### config.mk
export PLATFORM = sky130hd
export DESIGN_NAME = wake_enable_bank
export DESIGN_NICKNAME = d
export VERILOG_FILES = /design/src/verilog/wake_bank_pkg.sv /design/src/verilog/sync_two_flop.sv /design/src/verilog/wake_gate.sv /design/src/verilog/wake_enable_bank.sv
export SDC_FILE = /design/constraint.sdc
export NUM_CORES = 1
export LEC_CHECK = 0
export BUFFER_PORTS_ARGS = -buffer_cell sky130_fd_sc_hd__buf_2
export CAP_MARGIN = 20
export CORE_MARGIN = 8
export CORE_UTILIZATION = 46
export DETAILED_ROUTE_END_ITERATION = 7
export PLACE_DENSITY = 0.79
export SLEW_MARGIN = 25
export SYNTH_ARGS = -nofsm -noshare
export SYNTH_HDL_FRONTEND = slang
export SYNTH_SLANG_ARGS = --single-unit
### constraint.sdc
create_clock -name pclk -period 1.5 [get_ports pclk]
set_input_delay 0.075 -clock pclk [delete_from_list [all_inputs] [get_ports pclk]]
set_output_delay 0.075 -clock pclk [all_outputs]
set_load 0.03 [all_outputs]
### src/verilog/wake_bank_pkg.sv
// package: register map, field layout and carriers of the wake-enable bank
package wake_bank_pkg;

  // ---------------------------------------------------------------
  // register indices (printed offsets) and byte addresses
  // ---------------------------------------------------------------
  localparam logic [7:0]  IDX_ENABLE_GROUP3 = 8'h0c;      // group-3 enable
  localparam logic [7:0]  IDX_ENABLE_GROUP4 = 8'h0d;      // group-4 enable
  localparam logic [11:0] ADDR_ENABLE_GROUP3 = {2'b00, IDX_ENABLE_GROUP3, 2'b00};
  localparam logic [11:0] ADDR_ENABLE_GROUP4 = {2'b00, IDX_ENABLE_GROUP4, 2'b00};
  localparam logic [11:0] ADDR_IRQ_STATUS   = 12'h040;    // sticky events
  localparam logic [11:0] ADDR_IRQ_MASK     = 12'h044;    // event mask
  localparam logic [11:0] ADDR_WAKE_STATE   = 12'h048;    // gated sources

  // ---------------------------------------------------------------
  // reset values
  // ---------------------------------------------------------------
  localparam logic [7:0]  ENABLE_RESET      = 8'h00;      // standby POR only
  localparam logic [2:0]  IRQ_RESET         = 3'h0;

  // ---------------------------------------------------------------
  // field positions
  // ---------------------------------------------------------------
  localparam int          G3_DEVICE_IRQ_BIT = 3;          // grouped SMI
  localparam int          EVT_WAKE_SET      = 0;          // request rose
  localparam int          EVT_WAKE_CLR      = 1;          // request fell
  localparam int          EVT_MAIN_RESET    = 2;          // main-side reset
  localparam int          EVT_W             = 3;
  localparam int          RST_PINS_W        = 3;          // main/soft/hard

  // ---------------------------------------------------------------
  // carriers
  // ---------------------------------------------------------------
  // group-3 bits: 0-2 gpio_2_0..2, 3 grouped SMI, 4-7 gpio_2_4..7
  // group-4 bits: 0-3 gpio_3_0..3, 4 gpio_4_1, 5 gpio_4_3,
  //               6 gpio_6_0, 7 gpio_6_1
  typedef struct packed {
    logic [7:0] grp4;                                     // group-4 lane
    logic [7:0] grp3;                                     // group-3 lane
  } wake_src_t;

  // register selector from the decoded address
  typedef enum {
    SEL_NONE,
    SEL_EN3,
    SEL_EN4,
    SEL_STATUS,
    SEL_MASK,
    SEL_STATE
  } reg_sel_t;

  // apb answer carrier
  typedef struct packed {
    logic [31:0] rdata;                                   // read data
    logic        ready;                                   // transfer end
    logic        slverr;                                  // unmapped
  } apb_rsp_t;

endpackage

### src/verilog/sync_two_flop.sv
// two flip-flop synchroniser for asynchronous level inputs
`timescale 1ns/1ps

module sync_two_flop #(
  parameter int WIDTH = 1                    // number of levels
) (
  input  wire logic             pclk,        // block clock
  input  wire logic             presetn,     // async reset, active low
  input  wire logic [WIDTH-1:0] async_in,    // raw pin levels
  output logic      [WIDTH-1:0] sync_out     // levels in pclk domain
);

  // ---------------------------------------------------------------
  // synchroniser stages
  // ---------------------------------------------------------------
  logic [WIDTH-1:0] meta_r;                  // first stage, read only below

  // first stage feeds second stage only
  always_ff @(posedge pclk or negedge presetn) begin
    if (!presetn) begin
      meta_r   <= '0;
      sync_out <= '0;
    end else begin
      meta_r   <= async_in;
      sync_out <= meta_r;
    end
  end

endmodule

### src/verilog/wake_gate.sv
// per-source gating of wake status into one combined wake request
`timescale 1ns/1ps

module wake_gate #(
  parameter int WIDTH = 16                   // number of wake sources
) (
  input  wire logic             pclk,        // block clock
  input  wire logic             presetn,     // async reset, active low
  input  wire logic [WIDTH-1:0] status,      // wake status bits
  input  wire logic [WIDTH-1:0] enable,      // wake enable bits
  input  wire logic             global_en,   // global wake enable
  output logic      [WIDTH-1:0] gated,       // enabled and pending
  output logic                  wake_req     // registered combined request
);

  // ---------------------------------------------------------------
  // per-source gate
  // ---------------------------------------------------------------
  genvar i;
  generate
    for (i = 0; i < WIDTH; i++) begin : g_src
      assign gated[i] = status[i] & enable[i];
    end
  endgenerate

  // ---------------------------------------------------------------
  // combined request
  // ---------------------------------------------------------------
  // or of sources, global gate
  always_ff @(posedge pclk or negedge presetn) begin
    if (!presetn) begin
      wake_req <= 1'b0;
    end else begin
      wake_req <= global_en & (|gated);
    end
  end

endmodule

### src/verilog/wake_enable_bank.sv
// wake-enable registers for groups 3 and 4 with apb access and wake drive
//
// Chosen here: the APB register port.
`timescale 1ns/1ps

// Behaviour
// - wake only when enable, status, global set
// - disabled source shows no status in wake state, no wake
// - enables cleared by standby reset only
// - group-3 bit map, bit 3 grouped SMI
// - group-3 bit 3 lets grouped SMI wake
// - group-4 bit map of gpio ports
module wake_enable_bank (
  input  wire logic        pclk,              // apb clock, 40 MHz
  input  wire logic        presetn,           // standby-supply power-on reset
  input  wire logic        psel,              // apb select
  input  wire logic        penable,           // apb access phase
  input  wire logic        pwrite,            // apb direction
  input  wire logic [11:0] paddr,             // apb byte address
  input  wire logic [31:0] pwdata,            // apb write data
  output logic      [31:0] prdata,            // apb read data
  output logic             pready,            // apb ready
  output logic             pslverr,           // apb error
  input  wire logic [7:0]  wake_status_grp3,  // status, group 3 sources
  input  wire logic [7:0]  wake_status_grp4,  // status, group 4 sources
  input  wire logic        global_wake_enable, // global gate
  input  wire logic        main_por_n,        // main-supply reset pin
  input  wire logic        soft_reset,        // soft reset pin
  input  wire logic        hard_reset,        // hard reset pin
  output logic             wake_request_n_o,  // open-drain data, low = wake
  output logic             wake_request_n_oe, // high while pulling low
  output logic             irq                // level interrupt
);

  // ---------------------------------------------------------------
  // decode function
  // ---------------------------------------------------------------
  // maps a byte address to a register selector
  function automatic wake_bank_pkg::reg_sel_t decode(input logic [11:0] a);
    wake_bank_pkg::reg_sel_t s;
    s = wake_bank_pkg::SEL_NONE;
    case (a)
      wake_bank_pkg::ADDR_ENABLE_GROUP3: s = wake_bank_pkg::SEL_EN3;
      wake_bank_pkg::ADDR_ENABLE_GROUP4: s = wake_bank_pkg::SEL_EN4;
      wake_bank_pkg::ADDR_IRQ_STATUS:    s = wake_bank_pkg::SEL_STATUS;
      wake_bank_pkg::ADDR_IRQ_MASK:      s = wake_bank_pkg::SEL_MASK;
      wake_bank_pkg::ADDR_WAKE_STATE:    s = wake_bank_pkg::SEL_STATE;
      default:                           s = wake_bank_pkg::SEL_NONE;
    endcase
    return s;
  endfunction

  // ---------------------------------------------------------------
  // declarations
  // ---------------------------------------------------------------
  wake_bank_pkg::wake_src_t enable_r;          // both enable registers
  wake_bank_pkg::wake_src_t status_in;         // incoming status bits
  wake_bank_pkg::wake_src_t gated;             // enabled and pending
  wake_bank_pkg::apb_rsp_t  rsp_r;             // registered apb answer
  wake_bank_pkg::apb_rsp_t  rsp_nxt;           // next apb answer
  wake_bank_pkg::reg_sel_t  sel;               // decoded register
  logic                     setup;             // apb setup cycle
  logic                     wr_done;           // write takes effect now
  logic                     wake_req;          // combined request, flopped
  logic                     wake_req_d_r;      // request one cycle back
  logic [wake_bank_pkg::RST_PINS_W-1:0] rst_sync;   // synced reset pins
  logic [wake_bank_pkg::RST_PINS_W-1:0] rst_act;    // active-high view
  logic                     rst_act_d_r;       // previous any-reset level
  logic [wake_bank_pkg::EVT_W-1:0] evt;        // event pulses
  logic [wake_bank_pkg::EVT_W-1:0] irq_status_r; // sticky events
  logic [wake_bank_pkg::EVT_W-1:0] irq_mask_r;   // event enables
  logic [wake_bank_pkg::EVT_W-1:0] w1c;        // clear mask from a write

  // grouped SMI status rides bit 3
  assign status_in.grp3 = wake_status_grp3;
  assign status_in.grp4 = wake_status_grp4;
  assign sel            = decode(paddr);
  assign setup          = psel & ~penable;
  assign wr_done        = psel & penable & rsp_r.ready & pwrite;

  // ---------------------------------------------------------------
  // submodules
  // ---------------------------------------------------------------
  // pin resets come from another domain
  sync_two_flop #(
    .WIDTH (wake_bank_pkg::RST_PINS_W)
  ) u_rst_sync (
    .pclk     (pclk),
    .presetn  (presetn),
    .async_in ({hard_reset, soft_reset, ~main_por_n}),
    .sync_out (rst_sync)
  );

  wake_gate #(
    .WIDTH ($bits(wake_bank_pkg::wake_src_t))
  ) u_gate (
    .pclk      (pclk),
    .presetn   (presetn),
    .status    (status_in),
    .enable    (enable_r),
    .global_en (global_wake_enable),
    .gated     (gated),
    .wake_req  (wake_req)
  );

  assign rst_act = rst_sync;

  // ---------------------------------------------------------------
  // enable registers
  // ---------------------------------------------------------------
  // only presetn clears the enables
  always_ff @(posedge pclk or negedge presetn) begin
    if (!presetn) begin
      enable_r.grp3 <= wake_bank_pkg::ENABLE_RESET;
      enable_r.grp4 <= wake_bank_pkg::ENABLE_RESET;
    end else if (wr_done) begin
      // group-3 layout, bit 3 grouped SMI
      if (sel == wake_bank_pkg::SEL_EN3) begin
        enable_r.grp3 <= pwdata[7:0];
      end
      if (sel == wake_bank_pkg::SEL_EN4) begin
        enable_r.grp4 <= pwdata[7:0];
      end
    end
  end

  // ---------------------------------------------------------------
  // apb answer
  // ---------------------------------------------------------------
  // read mux and error, formed in the setup cycle
  always_comb begin
    rsp_nxt        = '0;
    rsp_nxt.ready  = setup;
    if (setup) begin
      case (sel)
        wake_bank_pkg::SEL_EN3: begin
          rsp_nxt.rdata = {24'h00_0000, enable_r.grp3};
        end
        wake_bank_pkg::SEL_EN4: begin
          rsp_nxt.rdata = {24'h00_0000, enable_r.grp4};
        end
        wake_bank_pkg::SEL_STATUS: begin
          rsp_nxt.rdata = {29'h0000_0000, irq_status_r};
        end
        wake_bank_pkg::SEL_MASK: begin
          rsp_nxt.rdata = {29'h0000_0000, irq_mask_r};
        end
        wake_bank_pkg::SEL_STATE: begin
          rsp_nxt.rdata = {16'h0000, gated};
        end
        default: begin
          rsp_nxt.slverr = 1'b1;
        end
      endcase
    end
  end

  // answer registered, one access cycle per transfer
  always_ff @(posedge pclk or negedge presetn) begin
    if (!presetn) begin
      rsp_r <= '0;
    end else begin
      rsp_r <= rsp_nxt;
    end
  end

  assign prdata  = rsp_r.rdata;
  assign pready  = rsp_r.ready;
  assign pslverr = rsp_r.slverr;

  // ---------------------------------------------------------------
  // wake output drive
  // ---------------------------------------------------------------
  // pull the line low while requested
  always_ff @(posedge pclk or negedge presetn) begin
    if (!presetn) begin
      wake_request_n_o  <= 1'b1;
      wake_request_n_oe <= 1'b0;
    end else begin
      wake_request_n_o  <= ~wake_req;
      wake_request_n_oe <= wake_req;
    end
  end

  // ---------------------------------------------------------------
  // interrupt events
  // ---------------------------------------------------------------
  // edge history for event pulses
  always_ff @(posedge pclk or negedge presetn) begin
    if (!presetn) begin
      wake_req_d_r <= 1'b0;
      rst_act_d_r  <= 1'b0;
    end else begin
      wake_req_d_r <= wake_req;
      rst_act_d_r  <= |rst_act;
    end
  end

  assign evt[wake_bank_pkg::EVT_WAKE_SET]   = wake_req & ~wake_req_d_r;
  assign evt[wake_bank_pkg::EVT_WAKE_CLR]   = ~wake_req & wake_req_d_r;
  assign evt[wake_bank_pkg::EVT_MAIN_RESET] = (|rst_act) & ~rst_act_d_r;
  assign w1c = (wr_done && sel == wake_bank_pkg::SEL_STATUS)
             ? pwdata[wake_bank_pkg::EVT_W-1:0] : '0;

  // sticky status, set wins over write-one clear
  always_ff @(posedge pclk or negedge presetn) begin
    if (!presetn) begin
      irq_status_r <= wake_bank_pkg::IRQ_RESET;
    end else begin
      irq_status_r <= (irq_status_r & ~w1c) | evt;
    end
  end

  // mask register, plain read/write
  always_ff @(posedge pclk or negedge presetn) begin
    if (!presetn) begin
      irq_mask_r <= wake_bank_pkg::IRQ_RESET;
    end else if (wr_done && sel == wake_bank_pkg::SEL_MASK) begin
      irq_mask_r <= pwdata[wake_bank_pkg::EVT_W-1:0];
    end
  end

  // level interrupt, registered
  always_ff @(posedge pclk or negedge presetn) begin
    if (!presetn) begin
      irq <= 1'b0;
    end else begin
      irq <= |(((irq_status_r & ~w1c) | evt) & irq_mask_r);
    end
  end
endmodule

==> flow_summary.yaml <==
floorplanning:
  design.core.area_um2: 4720
  row_count: 25
  die_h_um: 86.2
  die-area_um2: 7430
  dieWidth_um: 86.2
  boundaryPins: 106
  start_util: 0.480
detailed_routing:
  routed_wl_um: 5610
  dr_total_vias: 1898
  topRoutingLayerUsed: "met4"
  post_drt_wl_per_cell_um: 15.1
  detail-route-antenna-nets: 0
  wl_met3_um: 555
  drt_iter0_markers: 118
  met1_length_um: 2230
  dr.pass1.iters: 4
  route.detailed.vias_per_inst: 5.12
  detailroute.wirelength.met2_um: 2770
  drt_drc_violations_left: 0
run_status:
  outcome: "finished, violations left"
  violated_checks: "setup timing"
setup_path:
  crit_fanout: 8
  worstPathArrival_ns: 1.75
  crit_path_slowest_cell: "or4_4"
  worst_r2r_path_depth: 5
  path_cells: "buf_6, or4_4, or3_4, nor3_4, buf_12, mux2_2"
  cpPeakStageDelay_ns: 0.54
  cp-end-kind: "flip-flop"
  worstSetupStartpoint: "paddr[9]"
  required_ns: 1.69
  crit-reg2reg-launch: "pready"
  critical_path_class: "in2reg"
  nature_of_the_critical_path_startpoint: "primary input"
logic_synthesis:
  yosysSeqAreaShare: 0.564
  post_synth_num_cell_types: 39
  cells_taking_the_most_area_after_synthesis: "dfrtp_1, mux2_2, buf_4"
  ys_seq_elements: 51
  netlist_area_before_placement_um2: 2270
  postSynthAreaPerCell_um2: 10.8
  syn-instance-count: 209
  yosysWarningCount: 0
  netlist.top_cell.by_area: "dfrtp_1"
  synth_largest_type_area_fraction: 0.552
grt:
  grt_antenna_before_repair: 0
  maximum_number_of_pins_on_one_net_before_global_route_repair: 28
  globalRouteTotalUtil: 0.148
  globalRoute.totalOverflow: 0
  first_global_vias: 1932
  grt_pass1_wl_um: 8780
cts:
  cts_tree: "yes"
  ctsHtreeMaxLevel: 2
  tritoncts.num_buffers: 5
  cts.sink_count: 51
  cts-root-buf: "clkbuf_8"
  clock_slew_seen_by_the_registers_of_the_worst_setup_and_hold_paths_ns: 0.09
  cts-root-to-sink-buffers: 2
  worstSkewPairLatency_ns: 0.30
placed_design:
  place_area_um2: 2770
  placement.setup.worst_slack_ns: -0.416
  hpwlAfterDp_um: 4320
  place.gp.congestion: 0.898
  portBuffers: 65
hold_path:
  min_path_type: "in2reg"
  hold_depth: 3
  worstHoldStart: "wake_status_grp4[5]"
run:
  max-cap-violations: 0
power:
  p_per_area_nw_per_um2: 802
  power.ir.vdd_worst_mv: 0.586
  total_leakage_power_nw: 1.49
finish:
  num-fill-cells: 366
  multiInputGateArea_um2: 922
  total_inserted_antenna_cells: 0
  nets: 372
  register_area_um2: 1280
  layout-area-overhead-vs-synth_pct: 30.9
  final_cell_area_um2: 2970
  layout-drive-gt1-share: 0.398
sta:
  timing.fmax_mhz: 638
  min_period_ns: 1.57
  finalClockSkew_ns: 0.00352
  setup-violations-final: 11
  setup_slack_ns: -0.0683
  min_period_over_period: 1.05
  final_hold_viol_count: 0
  grt_setup_unrepaired: "true"
  tightest_slew_ns: 0.600
  maxSlewHeadroom: 0.600
  fin_tns_setup_ns: -0.500
  slew_viol_final: 0
==> area by class of cell <==
cell class / count / share of cell area
multi-input combinational: 145 / 0.311
inverter: 9 / 0.0114
timing repair buffer: 91 / 0.190
sequential: 51 / 0.431
tap: 67 / 0.0283
clock inverter: 2 / 0.00422
clock buffer: 6 / 0.0245
==> flip-flops by register name, indices dropped and copies added, names as in the netlist <==
register and count:
enable_r 16, irq 1, irq_mask_r 3, irq_status_r 3, prdata 16, pready 1, pslverr 1, rst_act_d_r 1
u_gate.wake_req 1, u_rst_sync.meta_r 3, u_rst_sync.sync_out 3, wake_req_d_r 1, wake_request_n_o 1
==> layer usage <==
| metal | track usage | vias to the layer above |
|---|---|---|
| met1 | 0.166 | 915 |
| met5 | 0 | - |
| met2 | 0.249 | 81 |
| met3 | 0.0510 | 6 |
| li1 | - | 896 |
| met4 | 0.0657 | 0 |
==> critical path, delay by kind of cell <==
| kind | cells | cell delay, ns |
|---|---|---|
| and+or+nand+nor | 3 | 1.12 |
| buffers and inverters | 2 | 0.24 |
| muxes | 1 | 0.32 |
==> metrics by stage <==
step                instances  power, mW   util  hold slack [ns]
finish                    371       2.38  0.628          0.00936
CTS                       370       2.39  0.621          0.00363
global route              371       2.48  0.628          0.00559
floorplan                 224       1.54      -           -0.221
detailed placement        356       1.64  0.586            0.118
global placement          356       1.63  0.586            0.110
==> logic make-up (layout without fill, tap and decap cells) <==
logic type,count (synthesis),in the layout,share of synthesized area
AO/OA/AOI/OAI,35,35,0.101
multiplexers,18,18,0.0889
AND/OR/NAND/NOR,76,76,0.171
other,1,16,0.00165
flip-flops,51,51,0.564
buffers and inverters,28,108,0.0734
==> power by group <==
group,internal [mW],total [mW],switching (mW)
logic,0.0864,0.239,0.152
registers,1.39,1.39,0.00341
clock network,0.326,0.752,0.426
==> cell usage after synthesis (all sizes together) <==
library cell / instances
o22ai: 2
nand3b: 2
clkbuf: 2
o211a: 1
mux2i: 1
o22a: 4
a21o: 2
or3: 1
or2: 1
dfstp: 1
nor2: 18
nor4: 1
inv: 9
buf: 17
a31oi: 2
or4: 1
and2: 2
nor2b: 2
and4: 1
o31a: 1
nand2: 21
nor3b: 1
nor3: 6
a21oi: 4
mux2: 17
conb: 1
nand4: 6
a22oi: 5
or3b: 1
o21ai: 12
nand4b: 1
nand2b: 1
o221ai: 2
and3: 2
dfrtp: 50
nand3: 8
==> final timing paths <==
path / end / slack, ns
worst max-delay path: enable_r[0] / -0.07
worst min-delay path: prdata[13] / 0.009
worst max register to register: enable_r[0] / -0.03
worst min register to register: u_rst_sync.sync_out[1] / 0.35
max in group asynchronous: enable_r[6] / 0.63
min in group asynchronous: u_rst_sync.meta_r[0] / 0.33
==> layout by cell type, fill, tap and decap left out, types with 2 or more instances in the layout <==
cell	count
nor2_1	16
a21o_1	2
buf_12	2
a31oi_1	2
nor3_1	4
nor2b_1	2
dfrtp_1	50
a21oi_1	3
conb_1	16
dlygate4sd3_1	5
inv_1	9
o22a_1	4
clkbuf_8	5
o22ai_1	2
buf_2	64
o21ai_1	3
mux2_2	14
nor3_4	2
buf_4	19
nand2_1	20
mux2_4	3
o221ai_1	2
o21ai_0	9
nand4_1	6
a22oi_1	5
nand3_1	8
nand3b_1	2
and3_1	2
==> timing repair <==
item / in CTS / in global routing
endpoints found under the setup margin: 8 / 28
buffers inserted: 1 / 1
pin swaps: 0 / 5
hold buffers: 5 / 0
endpoints found under the hold margin: 29 / 0
resized for setup: 7 / 8
No activity file was read; power rests on OpenSTA's default activity.
